$ cat src/inc/cpu_words_defines.vh
// constants for the processor mode word and process status word
`ifndef CPU_WORDS_DEFINES_VH
`define CPU_WORDS_DEFINES_VH

// bit numbering: documented bit n (1 = msb) sits at index 16-n
`define MW_INT_EN       15
`define MW_VECTORED     14
`define MW_ZERO_HI      13
`define MW_ZERO_LO      8
`define MW_RSET_HI      7
`define MW_RSET_LO      5
`define MW_MAPPED_IO    4
`define MW_PX_EN        3
`define MW_SEGMENT      2
`define MW_MCHK_HI      1
`define MW_MCHK_LO      0

`define SW_CARRY        15
`define SW_PRECISION    14
`define SW_LINK         13
`define SW_MODE_HI      12
`define SW_MODE_LO      10
`define SW_FLT_EXC      9
`define SW_INT_EXC      8
`define SW_LESS         7
`define SW_EQUAL        6
`define SW_DEC_EXC      5
`define SW_CHAR_FMT     4
`define SW_ROUND        3
`define SW_SPARE        2
`define SW_NOT_DISP     1
`define SW_SAVE_DONE    0
`define SW_SHIFT_HI     7
`define SW_SHIFT_LO     0

// reset values are not documented; chosen as all zero
`define MODE_WORD_RST   16'h0000
`define STATUS_WORD_RST 16'h0000
// mask of mode word bits kept; the cleared bits 13:8 always read zero
`define MW_ZERO_MASK    16'hc0ff

// addressing mode codes
`define AM_16S          3'h0
`define AM_32S          3'h1
`define AM_64R          3'h2
`define AM_32R          3'h3
`define AM_32I          3'h4
`define AM_64V          3'h6

// machine check reporting codes
`define MC_NONE         2'h0
`define MC_PARITY       2'h1
`define MC_UNRECOV      2'h2
`define MC_ALL          2'h3

// instruction opcodes on the control command port
`define OP_NONE         5'h00
`define OP_INT_ON       5'h01
`define OP_INT_OFF      5'h02
`define OP_VECTORED     5'h03
`define OP_STANDARD     5'h04
`define OP_MCHK_ENTER   5'h05
`define OP_MCHK_LEAVE   5'h06
`define OP_MCHK_RESET   5'h07
`define OP_LOAD_PSW     5'h08
`define OP_DOUBLE       5'h09
`define OP_SINGLE       5'h0a
`define OP_ENTER_16S    5'h0b
`define OP_ENTER_32S    5'h0c
`define OP_ENTER_64R    5'h0d
`define OP_ENTER_32R    5'h0e
`define OP_ENTER_32I    5'h0f
`define OP_ENTER_64V    5'h10
`define OP_FLAG_RESET   5'h11
`define OP_FLAG_SET     5'h12
`define OP_SHIFT_READ   5'h13
`define OP_ACC_TO_SW    5'h14
`define OP_SW_TO_ACC    5'h15
`define OP_SW_READ      5'h16
`define OP_SW_WRITE     5'h17

// machine check entry and leave values (not documented)
`define MC_ENTER_VAL    2'h3
`define MC_LEAVE_VAL    2'h0

`endif

$ cat src/hw/instr_decode.v
// privilege check and opcode decode for the control word instructions
`default_nettype none
`include "cpu_words_defines.vh"

module instr_decode (
    input  wire [4:0] op_i,
    input  wire       valid_i,
    input  wire [2:0] ring_i,
    output reg        priv_o,
    output reg        allowed_o,
    output reg        refused_o
);
    // only ring zero may run the privileged ones
    always @* begin
        case (op_i)
            `OP_INT_ON, `OP_INT_OFF, `OP_VECTORED, `OP_STANDARD,
            `OP_MCHK_ENTER, `OP_MCHK_LEAVE, `OP_MCHK_RESET,
            `OP_LOAD_PSW: priv_o = 1'b1;
            default:      priv_o = 1'b0;
        endcase
        allowed_o = valid_i && (op_i != `OP_NONE)
                    && (!priv_o || ring_i == 3'h0);
        refused_o = valid_i && priv_o && (ring_i != 3'h0);
    end
endmodule
`default_nettype wire

$ cat src/hw/cpu_mode_and_status_words.v
// processor mode word and process status word with their instructions
`default_nettype none
`include "cpu_words_defines.vh"

// Overview of operation
// privileged control word instructions run only in ring zero
// interrupt-on sets mode bit 1, interrupt-off clears it
// vectored-mode sets mode bit 2, standard-mode clears it
// mode bits 9-11 name register set; only process exchange changes it
// mode bit 12 selects mapped (1) or unmapped (0) I/O
// mode bit 13 enables process exchange when one
// mode bit 14 turns segmented translation on when one
// mode bits 15-16 pick machine check reporting level
// machine-check-reset clears bits 15-16, holds interrupts one instruction
// software avoids generic store and psw loads of protected fields
// older modes: status holds flag, precision, mode, enables, shift count
// older modes: double sets status bit 2, single clears it
// status bits 4-6 encode addressing mode; 101, 111 unused
// each enter-mode instruction writes its code into bits 4-6
// status bit 7 zero makes float errors fault, one only flags
// newer modes: bits 8, 11 one make errors also fault
// newer modes: bit 2 kept zero, bit 3 link, 9 less, 10 equal
// status bit 12 selects 8-bit (0) or 7-bit (1) characters
// status bit 13 selects float rounding when one
// bit 15 zero in dispatcher, 16 save done; only exchange changes them
// flag-reset clears carry-style flag, flag-set sets it
// transfers copy whole status word; shift read copies bits 9-16; status word writes here keep bits 15-16
// arithmetic sets carry-style flag on overflow, link on carry
// mode bits 3-8 always held and read as zero

module cpu_mode_and_status_words (
    input  wire        sys_clk_i,
    input  wire        rst_n_i,
    // instruction command from the execution unit
    input  wire        instr_valid_i,
    input  wire [4:0]  instr_op_i,
    input  wire [2:0]  ring_i,
    input  wire [15:0] operand_i,
    input  wire [15:0] psw_mode_i,
    // arithmetic results from the execution unit
    input  wire        arith_update_i,
    input  wire        overflow_i,
    input  wire        carry_out_i,
    input  wire        cc_update_i,
    input  wire        less_than_i,
    input  wire        equal_zero_i,
    input  wire        float_err_i,
    input  wire        int_err_i,
    input  wire        dec_err_i,
    // process exchange port
    input  wire        px_rset_we_i,
    input  wire [2:0]  px_rset_i,
    input  wire        px_disp_we_i,
    input  wire        px_not_disp_i,
    input  wire        px_save_done_i,
    // word outputs
    output reg  [15:0] mode_word_o,
    output reg  [15:0] status_word_o,
    output reg  [15:0] read_data_o,
    output reg         read_valid_o,
    output wire        refused_o,
    output reg         fault_o,
    // decoded controls
    output wire        interrupt_en_o,
    output wire        vectored_o,
    output wire [2:0]  active_register_set_o,
    output wire        mapped_io_bit_o,
    output wire        process_exchange_o,
    output wire        segmented_o,
    output wire [1:0]  machine_check_reporting_o,
    output wire [2:0]  addr_mode_o,
    output wire        newer_mode_o,
    output wire        float_rounding_bit_o,
    output wire        char_7bit_o,
    output reg         int_hold_o
);
    reg  [15:0] mode_reg;
    reg  [15:0] mode_next;
    reg  [15:0] stat_reg;
    reg  [15:0] stat_next;
    reg         hold_reg;
    reg         hold_next;
    reg  [15:0] rd_next;
    reg         rdv_next;
    reg         fault_next;
    wire        allowed;
    wire        newer;

    // true for the two newer addressing modes
    function is_newer;
        input [2:0] m;
        begin
            is_newer = (m == `AM_64V) || (m == `AM_32I);
        end
    endfunction

    // status word write filter; keeps exchange-owned bits and bit 2 rule
    function [15:0] filter_status;
        input [15:0] val;
        input [15:0] old;
        begin
            filter_status = val;
            filter_status[`SW_NOT_DISP] = old[`SW_NOT_DISP];
            filter_status[`SW_SAVE_DONE] = old[`SW_SAVE_DONE];
            if (is_newer(val[`SW_MODE_HI:`SW_MODE_LO]))
                filter_status[`SW_PRECISION] = 1'b0;
        end
    endfunction

    instr_decode u_dec (
        .op_i      (instr_op_i),
        .valid_i   (instr_valid_i),
        .ring_i    (ring_i),
        .priv_o    (),
        .allowed_o (allowed),
        .refused_o (refused_o)
    );

    assign newer = is_newer(stat_reg[`SW_MODE_HI:`SW_MODE_LO]);

    // next-state of both words; instruction first, then results, exchange
    always @* begin
        mode_next  = mode_reg;
        stat_next  = stat_reg;
        hold_next  = 1'b0;
        rd_next    = read_data_o;
        rdv_next   = 1'b0;
        fault_next = 1'b0;
        if (allowed) begin
            case (instr_op_i)
                `OP_INT_ON:   mode_next[`MW_INT_EN] = 1'b1;
                `OP_INT_OFF:  mode_next[`MW_INT_EN] = 1'b0;
                `OP_VECTORED: mode_next[`MW_VECTORED] = 1'b1;
                `OP_STANDARD: mode_next[`MW_VECTORED] = 1'b0;
                `OP_MCHK_ENTER:
                    mode_next[`MW_MCHK_HI:`MW_MCHK_LO] = `MC_ENTER_VAL;
                `OP_MCHK_LEAVE:
                    mode_next[`MW_MCHK_HI:`MW_MCHK_LO] = `MC_LEAVE_VAL;
                `OP_MCHK_RESET: begin
                    mode_next[`MW_MCHK_HI:`MW_MCHK_LO] = `MC_NONE;
                    hold_next = 1'b1;
                end
                `OP_LOAD_PSW: begin
                    // register set field kept; software avoids it anyway
                    mode_next = psw_mode_i;
                    mode_next[`MW_RSET_HI:`MW_RSET_LO] =
                        mode_reg[`MW_RSET_HI:`MW_RSET_LO];
                    stat_next = filter_status(operand_i, stat_reg);
                end
                `OP_DOUBLE: begin
                    if (!newer) stat_next[`SW_PRECISION] = 1'b1;
                end
                `OP_SINGLE: begin
                    if (!newer) stat_next[`SW_PRECISION] = 1'b0;
                end
                `OP_ENTER_16S:
                    stat_next[`SW_MODE_HI:`SW_MODE_LO] = `AM_16S;
                `OP_ENTER_32S:
                    stat_next[`SW_MODE_HI:`SW_MODE_LO] = `AM_32S;
                `OP_ENTER_64R:
                    stat_next[`SW_MODE_HI:`SW_MODE_LO] = `AM_64R;
                `OP_ENTER_32R:
                    stat_next[`SW_MODE_HI:`SW_MODE_LO] = `AM_32R;
                `OP_ENTER_32I:
                    stat_next[`SW_MODE_HI:`SW_MODE_LO] = `AM_32I;
                `OP_ENTER_64V:
                    stat_next[`SW_MODE_HI:`SW_MODE_LO] = `AM_64V;
                `OP_FLAG_RESET: stat_next[`SW_CARRY] = 1'b0;
                `OP_FLAG_SET:   stat_next[`SW_CARRY] = 1'b1;
                `OP_SHIFT_READ: begin
                    // shift count into low byte, high byte of acc kept
                    rd_next  = {operand_i[15:8],
                                stat_reg[`SW_SHIFT_HI:`SW_SHIFT_LO]};
                    rdv_next = 1'b1;
                end
                `OP_ACC_TO_SW, `OP_SW_WRITE:
                    stat_next = filter_status(operand_i, stat_reg);
                `OP_SW_TO_ACC, `OP_SW_READ: begin
                    rd_next  = stat_reg;
                    rdv_next = 1'b1;
                end
                default: ;
            endcase
        end
        // execution results land after the instruction's own effect
        if (arith_update_i) begin
            if (overflow_i) stat_next[`SW_CARRY] = 1'b1;
            if (carry_out_i && newer) stat_next[`SW_LINK] = 1'b1;
        end
        if (cc_update_i && newer) begin
            stat_next[`SW_LESS]  = less_than_i;
            stat_next[`SW_EQUAL] = equal_zero_i;
        end
        // error handling: flag on float, integer and newer-mode decimal errors, fault per enable bit
        if (float_err_i) begin
            stat_next[`SW_CARRY] = 1'b1;
            if (!stat_reg[`SW_FLT_EXC]) fault_next = 1'b1;
        end
        if (int_err_i) begin
            stat_next[`SW_CARRY] = 1'b1;
            // older modes fault on a clear enable, newer on a set one
            if (stat_reg[`SW_INT_EXC] == newer) fault_next = 1'b1;
        end
        if (dec_err_i && newer) begin
            stat_next[`SW_CARRY] = 1'b1;
            if (stat_reg[`SW_DEC_EXC]) fault_next = 1'b1;
        end
        // process exchange owns register set and dispatcher bits
        if (px_rset_we_i)
            mode_next[`MW_RSET_HI:`MW_RSET_LO] = px_rset_i;
        if (px_disp_we_i) begin
            stat_next[`SW_NOT_DISP]  = px_not_disp_i;
            stat_next[`SW_SAVE_DONE] = px_save_done_i;
        end
        if (is_newer(stat_next[`SW_MODE_HI:`SW_MODE_LO]))
            stat_next[`SW_PRECISION] = 1'b0;
        mode_next = mode_next & `MW_ZERO_MASK;
    end

    // state registers, synchronous reset
    always @(posedge sys_clk_i) begin
        if (!rst_n_i) begin
            mode_reg     <= `MODE_WORD_RST;
            stat_reg     <= `STATUS_WORD_RST;
            hold_reg     <= 1'b0;
            read_data_o  <= 16'h0000;
            read_valid_o <= 1'b0;
            fault_o      <= 1'b0;
        end else begin
            mode_reg     <= mode_next;
            stat_reg     <= stat_next;
            hold_reg     <= hold_next;
            read_data_o  <= rd_next;
            read_valid_o <= rdv_next;
            fault_o      <= fault_next;
        end
    end

    // hold lasts until the next instruction completes
    always @(posedge sys_clk_i) begin
        if (!rst_n_i)
            int_hold_o <= 1'b0;
        else if (hold_next)
            int_hold_o <= 1'b1;
        else if (instr_valid_i && instr_op_i != `OP_NONE)
            int_hold_o <= 1'b0;
    end

    // word outputs follow the registers
    always @* begin
        mode_word_o   = mode_reg;
        status_word_o = stat_reg;
    end

    // decoded fields
    assign interrupt_en_o = mode_reg[`MW_INT_EN] & ~int_hold_o;
    assign vectored_o     = mode_reg[`MW_VECTORED];
    assign active_register_set_o = mode_reg[`MW_RSET_HI:`MW_RSET_LO];
    assign mapped_io_bit_o    = mode_reg[`MW_MAPPED_IO];
    assign process_exchange_o = mode_reg[`MW_PX_EN];
    assign segmented_o        = mode_reg[`MW_SEGMENT];
    assign machine_check_reporting_o =
        mode_reg[`MW_MCHK_HI:`MW_MCHK_LO];
    assign addr_mode_o  = stat_reg[`SW_MODE_HI:`SW_MODE_LO];
    assign newer_mode_o = newer;
    assign float_rounding_bit_o = stat_reg[`SW_ROUND];
    assign char_7bit_o  = stat_reg[`SW_CHAR_FMT];
endmodule
`default_nettype wire

$ cat config.mk
export PLATFORM = sky130hd
export DESIGN_NAME = cpu_mode_and_status_words
export DESIGN_NICKNAME = d
export VERILOG_FILES = /design/src/hw/instr_decode.v /design/src/hw/cpu_mode_and_status_words.v
export VERILOG_INCLUDE_DIRS = /design/src /design/src/inc
export SDC_FILE = /design/constraint.sdc
export NUM_CORES = 1
export LEC_CHECK = 0
export ABC_AREA = 1
export CORE_UTILIZATION = 25
export DETAILED_ROUTE_END_ITERATION = 10
export DONT_BUFFER_PORTS = 1
export PLACE_DENSITY = 0.39
export RECOVER_POWER = 100
export REMOVE_ABC_BUFFERS = 1
export SLEW_MARGIN = 0
export SYNTH_ARGS = -nofsm -noshare
export SYNTH_HDL_FRONTEND = slang
export SYNTH_SLANG_ARGS = --single-unit
$ cat constraint.sdc
create_clock -name sys_clk_i -period 3.6 [get_ports sys_clk_i]
set_input_delay 0.54 -clock sys_clk_i [delete_from_list [all_inputs] [get_ports sys_clk_i]]
set_output_delay 0.54 -clock sys_clk_i [all_outputs]
set_load 0.02 [all_outputs]
==> results of run 1 <==
## final cells by class
type	count	area, sq um
Fill cell	1099	6890
Multi-Input combinational cell	265	1180
Sequential cell	45	901
Tap cell	129	161
Inverter	35	131
Clock buffer	5	68.8
Clock inverter	2	35.0
Timing Repair Buffer	1	3.75
## through the flow
stage                     area, sq um  total power, W  util, %  hold WS, ps  worst slack (ps)
after global placement           2410        0.000677     25.7          552              1300
after global routing             2480         0.00109     26.4          343               935
final                            2480         0.00103     26.4          349              1160
after floorplan                  2240        0.000646        -          539              1730
after CTS                        2510         0.00106     26.8          336              1540
after detailed placement         2410        0.000676     25.7          556              1310
## flip-flops by register name (all words and copies together), names as in the netlist
register	flops
int_hold_o	1
mode_word_o	10
read_valid_o	1
fault_o	1
status_word_o	16
read_data_o	16
## cells in the mapped netlist (2+ instances only)
cell / number
sky130_fd_sc_hd__clkbuf_1: 4
sky130_fd_sc_hd__buf_6: 2
sky130_fd_sc_hd__inv_2: 5
sky130_fd_sc_hd__o21ai_0: 10
sky130_fd_sc_hd__nand2_2: 6
sky130_fd_sc_hd__nor2_4: 3
sky130_fd_sc_hd__nand2_4: 2
sky130_fd_sc_hd__o21ai_1: 14
sky130_fd_sc_hd__nand2_1: 95
sky130_fd_sc_hd__a21oi_1: 34
sky130_fd_sc_hd__nor3_1: 2
sky130_fd_sc_hd__buf_2: 3
sky130_fd_sc_hd__nor2_1: 48
sky130_fd_sc_hd__buf_4: 23
sky130_fd_sc_hd__inv_1: 29
sky130_fd_sc_hd__nand3_1: 36
sky130_fd_sc_hd__dfxtp_1: 45
## final timing paths
check                                          to  slack (ps)  depth (start not counted)
worst max-delay path            status_word_o[13]        1160                         10
worst min-delay path            status_word_o[13]         350                          2
worst max register to register   status_word_o[7]        1760                          7
worst min register to register    read_data_o[10]         560                          2
## where the power goes
group | internal (W) | switching [W] | total [W]
sequential | 0.000512 | 0.0000371 | 0.000549
clock | 0.000202 | 0.000173 | 0.000375
combinational | 0.0000297 | 0.0000803 | 0.000110
total | 0.000743 | 0.000291 | 0.00103
## metal layers
layer / up-vias / wire, um
met1: 937 / 3110
met4: 0 / 55
met5: - / 0
met2: 73 / 3060
met3: 4 / 563
li1: 1122 / -
## logic make-up after synthesis
logic type	Yosys count	share of synthesized area [%]
AND/OR/NAND/NOR	197	35.4
other	1	0.153
buffers and inverters	67	14.6
flip-flops	45	36.8
AO/OA/AOI/OAI	62	13.0
## critical path, cell delays in order
cell                       delay (ps)
sky130_fd_sc_hd__nor2_1           350
sky130_fd_sc_hd__nand2_2          100
sky130_fd_sc_hd__o21ai_0          490
sky130_fd_sc_hd__inv_2             40
sky130_fd_sc_hd__nand3_1          510
sky130_fd_sc_hd__clkinv_1         290
sky130_fd_sc_hd__nand2_1          110
sky130_fd_sc_hd__nand3_1           80
sky130_fd_sc_hd__nand2_1           60
sky130_fd_sc_hd__inv_1             30
==> impl_metrics.sql, run 1 <==
INSERT INTO impl_metrics (metric_group, metric, value, unit) VALUES
('outcome', 'run_status', 'completed', ''),
('logic_synthesis', 'synth_enable_flop_cells', '0', ''),
('placed_design', 'io_buffers', '0', ''),
('setup_path', 'rr_startpoint', 'status_word_o[12]', ''),
('clock_tree', 'hold_buffers', '0', ''),
('global_route', 'grt_start_max_net_pins', '32', ''),
('sta', 'slew_headroom', '26.6', '%'),
('sta', 'tightest_slew', '1100', 'ps'),
('logic_synthesis', 'ys_types', '28', ''),
('job', 'maximum_capacitance_violations', '0', ''),
('die', 'core_area', '9370', 'sq um'),
('placed_design', 'globalplace.congestion', '0.823', ''),
('clock_tree', 'clock_tree_from_tritoncts', 'yes', ''),
('die', 'floorplan.rows', '35', ''),
('finish', 'syn_to_final_growth', '1.28', '%'),
('global_route', 'global_route_wire_length_before_repair', '10700', 'um'),
('sta', 'maxSlewViolCount', '0', ''),
('sta', 'worst_clock_skew', '4.02', 'ps'),
('logic_synthesis', 'post_synth.cell_area_avg', '6.58', 'sq um'),
('global_route', 'groute.layer.met3.usage', '4.79', '%'),
('clock_tree', 'worstSkewPairLatency', '290', 'ps'),
('die', 'initial_utilization', '26.1', '%'),
('placed_design', 'dp_hpwl', '4940', 'um'),
('clock_tree', 'root_buffer', 'sky130_fd_sc_hd__clkbuf_8', ''),
('clock_tree', 'htree_levels', '2', ''),
('die', 'ios', '127', ''),
('sta', 'grt_setup_unrepaired', 'no', ''),
('global_route', 'globalRoute.busiestLayer', 'met2', ''),
('sta', 'finalHoldViolations', '0', ''),
('die', 'die_y', '101', 'um'),
('global_route', 'track_usage', '13.7', '%'),
('logic_synthesis', 'post_synth_instance_area', '2450', 'sq um'),
('die', 'fp.dieW', '101', 'um'),
('routing', 'drt_first_iter_violations', '72', ''),
('pwr', 'power.density_cell_area', '417', 'nW/um^2'),
('finish', 'n_antenna_cell', '0', ''),
('finish', 'final-instance-count-excl-fill', '482', ''),
('setup_path', 'timing.critical_path.to_type', 'flop', ''),
('sta', 'tns', '0', 'ps'),
('clock_tree', 'clock-sinks', '45', ''),
('routing', 'dr_total_vias', '2136', ''),
('finish', 'final_nets', '412', ''),
('setup_path', 'timing_worst_setup_path_type', 'input port to flop', ''),
('logic_synthesis', 'postSynth.asyncResetShare', '0', '%'),
('setup_path', 'critical_path.max_fanout', '15', ''),
('pwr', 'static-leakage-power', '1.02', 'nW'),
('setup_path', 'timing.critical_path.arrival', '2630', 'ps'),
('finish', 'drive_gt1_share', '5.95', '%'),
('placed_design', 'numPlacedInstances', '475', ''),
('logic_synthesis', 'postSynthRegisterBits', '45', ''),
('pwr', 'power.ir.vdd_worst', '0.162', 'mV'),
('sta', 'finalCriticalPeriod', '2440', 'ps'),
('logic_synthesis', 'seq_area_frac_synth', '36.8', '%'),
('sta', 'finalSetupViolCount', '0', ''),
('hold_path', 'worstHoldPathType', 'input port to flop', ''),
('logic_synthesis', 'yosys-top-cells-area', 'sky130_fd_sc_hd__dfxtp_1 37%, sky130_fd_sc_hd__nand2_1 15%, sky130_fd_sc_hd__nand3_1 7.4%', ''),
('sta', 'timing.final.crit_share', '67.7', '%'),
('routing', 'post_drt_wl_per_cell', '14.1', 'um'),
('setup_path', 'critical_path_rt', '3800', 'ps'),
('global_route', 'use_met2', '21.6', '%'),
('setup_path', 'cp-startpoint', 'instr_op_i[1]', ''),
('logic_synthesis', 'synth_cells', '372', ''),
('sta', 'timing.fmax', '0.410', 'GHz'),
('logic_synthesis', 'synth-warning-count', '0', ''),
('die', 'die_area', '10200', 'sq um'),
('global_route', 'gr-total-overflow', '0', ''),
('routing', 'viasPerCell', '4.43', ''),
('clock_tree', 'ctsLongestPathBuffers', '2', ''),
('routing', 'first_pass_drt_iterations', '4', ''),
('finish', 'layout.cells.most_common', 'sky130_fd_sc_hd__nand2_1', ''),
('routing', 'drt_wl_total', '6780', 'um');
Power figures use the tool's default switching activity.
==> run 2, diff against run 1 <==
==> constraint.sdc (replaced) <==
create_clock -name sys_clk_i -period 2.5 [get_ports sys_clk_i]
set_input_delay 0.375 -clock sys_clk_i [delete_from_list [all_inputs] [get_ports sys_clk_i]]
set_output_delay 0.375 -clock sys_clk_i [all_outputs]
set_load 0.02 [all_outputs]
==> impl_metrics.sql, run 2 (synthesized netlist as in run 1, its figures left out) <==
INSERT INTO impl_metrics (metric_group, metric, value, unit) VALUES
('outcome', 'run_status', 'completed', ''),
('clock_tree', 'hold_buffers', '0', ''),
('clock_tree', 'ctsLongestPathBuffers', '2', ''),
('die', 'fp.dieW', '101', 'um'),
('setup_path', 'critical_path.max_fanout', '15', ''),
('routing', 'drt_first_iter_violations', '63', ''),
('finish', 'final_nets', '415', ''),
('placed_design', 'globalplace.congestion', '0.829', ''),
('sta', 'timing.final.crit_share', '81.7', '%'),
('setup_path', 'timing.critical_path.arrival', '2240', 'ps'),
('routing', 'dr_total_vias', '2153', ''),
('finish', 'n_antenna_cell', '0', ''),
('die', 'core_area', '9370', 'sq um'),
('die', 'die_y', '101', 'um'),
('sta', 'final_hold_slack', '191', 'ps'),
('global_route', 'gr-total-overflow', '0', ''),
('setup_path', 'timing.critical_path.depth', '10', ''),
('finish', 'most-common-layout-cells', '98 x sky130_fd_sc_hd__nand2_1, 49 x sky130_fd_sc_hd__nor2_1, 45 x sky130_fd_sc_hd__dfxtp_1', ''),
('global_route', 'track_usage', '14.0', '%'),
('sta', 'grt_setup_unrepaired', 'no', ''),
('sta', 'timing.fmax', '0.489', 'GHz'),
('setup_path', 'crit_buf_inv', '3', ''),
('setup_path', 'crit_path_max_incr_delay', '510', 'ps'),
('pwr', 'power.density_cell_area', '569', 'nW/um^2'),
('pwr', 'power.ir.vdd_worst', '0.201', 'mV'),
('setup_path', 'critical-path-slowest-cell', 'sky130_fd_sc_hd__nand3_1', ''),
('routing', 'first_pass_drt_iterations', '4', ''),
('clock_tree', 'clock_tree_from_tritoncts', 'yes', ''),
('clock_tree', 'htree_levels', '2', ''),
('pwr', 'static-leakage-power', '1.02', 'nW'),
('hold_path', 'worstHoldPathType', 'input port to flop', ''),
('clock_tree', 'cts_resized', '0', ''),
('setup_path', 'timing_worst_setup_path_type', 'input port to flop', ''),
('routing', 'ant_nets', '0', ''),
('placed_design', 'io_buffers', '0', ''),
('global_route', 'grt_start_max_net_pins', '21', ''),
('clock_tree', 'cts_post_setup_buffers_inserted', '0', ''),
('sta', 'worst_clock_skew', '8.45', 'ps'),
('die', 'die_area', '10200', 'sq um'),
('clock_tree', 'root_buffer', 'sky130_fd_sc_hd__clkbuf_8', ''),
('global_route', 'antenna_found_initial', '0', ''),
('finish', 'syn_to_final_growth', '1.48', '%'),
('pwr', 'total_power_of_the_final_layout', '0.00141', 'W'),
('routing', 'viasPerCell', '4.43', ''),
('finish', 'layout.cells.most_common', 'sky130_fd_sc_hd__nand2_1', ''),
('sta', 'maxSlewViolCount', '0', ''),
('sta', 'slew_headroom', '54.4', '%'),
('setup_path', 'critical_path.cell_chain', 'nor2_1, nand2_2, o21ai_2, inv_2, nand3_1, clkinv_1, nand2_1, nand3_1, nand2_1, inv_1', ''),
('sta', 'tns', '0', 'ps'),
('sta', 'finalSetupViolCount', '0', ''),
('routing', 'drc_errors', '0', ''),
('sta', 'finalHoldViolations', '0', ''),
('finish', 'fin_util', '26.5', '%'),
('die', 'initial_utilization', '26.1', '%'),
('setup_path', 'timing.critical_path.to_type', 'flop', ''),
('die', 'ios', '127', ''),
('finish', 'drive_gt1_share', '7.00', '%'),
('setup_path', 'ff2ff_path_depth', '7', ''),
('die', 'floorplan.rows', '35', ''),
('setup_path', 'cell_class_contributing_the_biggest_share_of_worst_path_delay', 'simple AND/OR/NAND/NOR gates', ''),
('clock_tree', 'cts.reportedPaths.clkPinSlew', '90', 'ps'),
('sta', 'finalCriticalPeriod', '2040', 'ps'),
('sta', 'tightest_slew', '683', 'ps'),
('setup_path', 'critical_path.startpoint_type', 'input port', ''),
('routing', 'post_drt_wl_per_cell', '14.4', 'um'),
('global_route', 'global_route_wire_length_before_repair', '10900', 'um'),
('clock_tree', 'tritoncts.num_buffers', '5', ''),
('setup_path', 'critical_path_rt', '2690', 'ps'),
('routing', 'drt_wl_total', '6990', 'um'),
('clock_tree', 'worstSkewPairLatency', '300', 'ps'),
('placed_design', 'dp_hpwl', '5130', 'um'),
('clock_tree', 'clock-sinks', '45', ''),
('hold_path', 'hold_path_depth', '2', ''),
('job', 'maximum_capacitance_violations', '0', ''),
('global_route', 'via_count_of_the_first_global_routing_pass', '2094', '');
## run 2: area by class of cell
class,instances,area [sq um]
fillers,1091,6890
multi-input cells,265,1180
flip-flops and latches,45,901
well taps,129,161
inverters,35,131
clock buffers,5,68.8
repair buffers,4,22.5
clock inverters,3,17.5
## run 2: per-layer routing
| metal | track usage (%) | vias to the layer above | share of wire, % |
|---|---|---|---|
| met5 | 0 | - | 0 |
| met4 | 3.46 | 0 | 0.49 |
| met3 | 5.48 | 2 | 9.0 |
| met2 | 22.9 | 76 | 46 |
| met1 | 17.2 | 947 | 44 |
| li1 | - | 1128 | - |
## run 2: worst paths after layout
path / start / slack, ps / to
worst max-delay path: instr_op_i[1] / 460 / status_word_o[13]
worst min-delay path: rst_n_i / 190 / mode_word_o[0]
worst max register to register: status_word_o[12] / 750 / status_word_o[7]
worst min register to register: read_data_o[10] / 570 / read_data_o[10]
## run 2: stage by stage
stage	cell area [sq um]	instances	setup WS (ps)
global route	2480	486	248
detailed placement	2430	478	536
CTS	2520	486	615
floorplan	2240	345	799
global placement	2430	478	567
finish	2480	486	456
## run 2: power breakdown
part | leakage, nW | switching [W] | internal [W]
clock network | 0.0439 | 0.000265 | 0.000194
logic | 0.609 | 0.000119 | 0.0000458
registers | 0.365 | 0.0000520 | 0.000737
total | 1.02 | 0.000436 | 0.000976
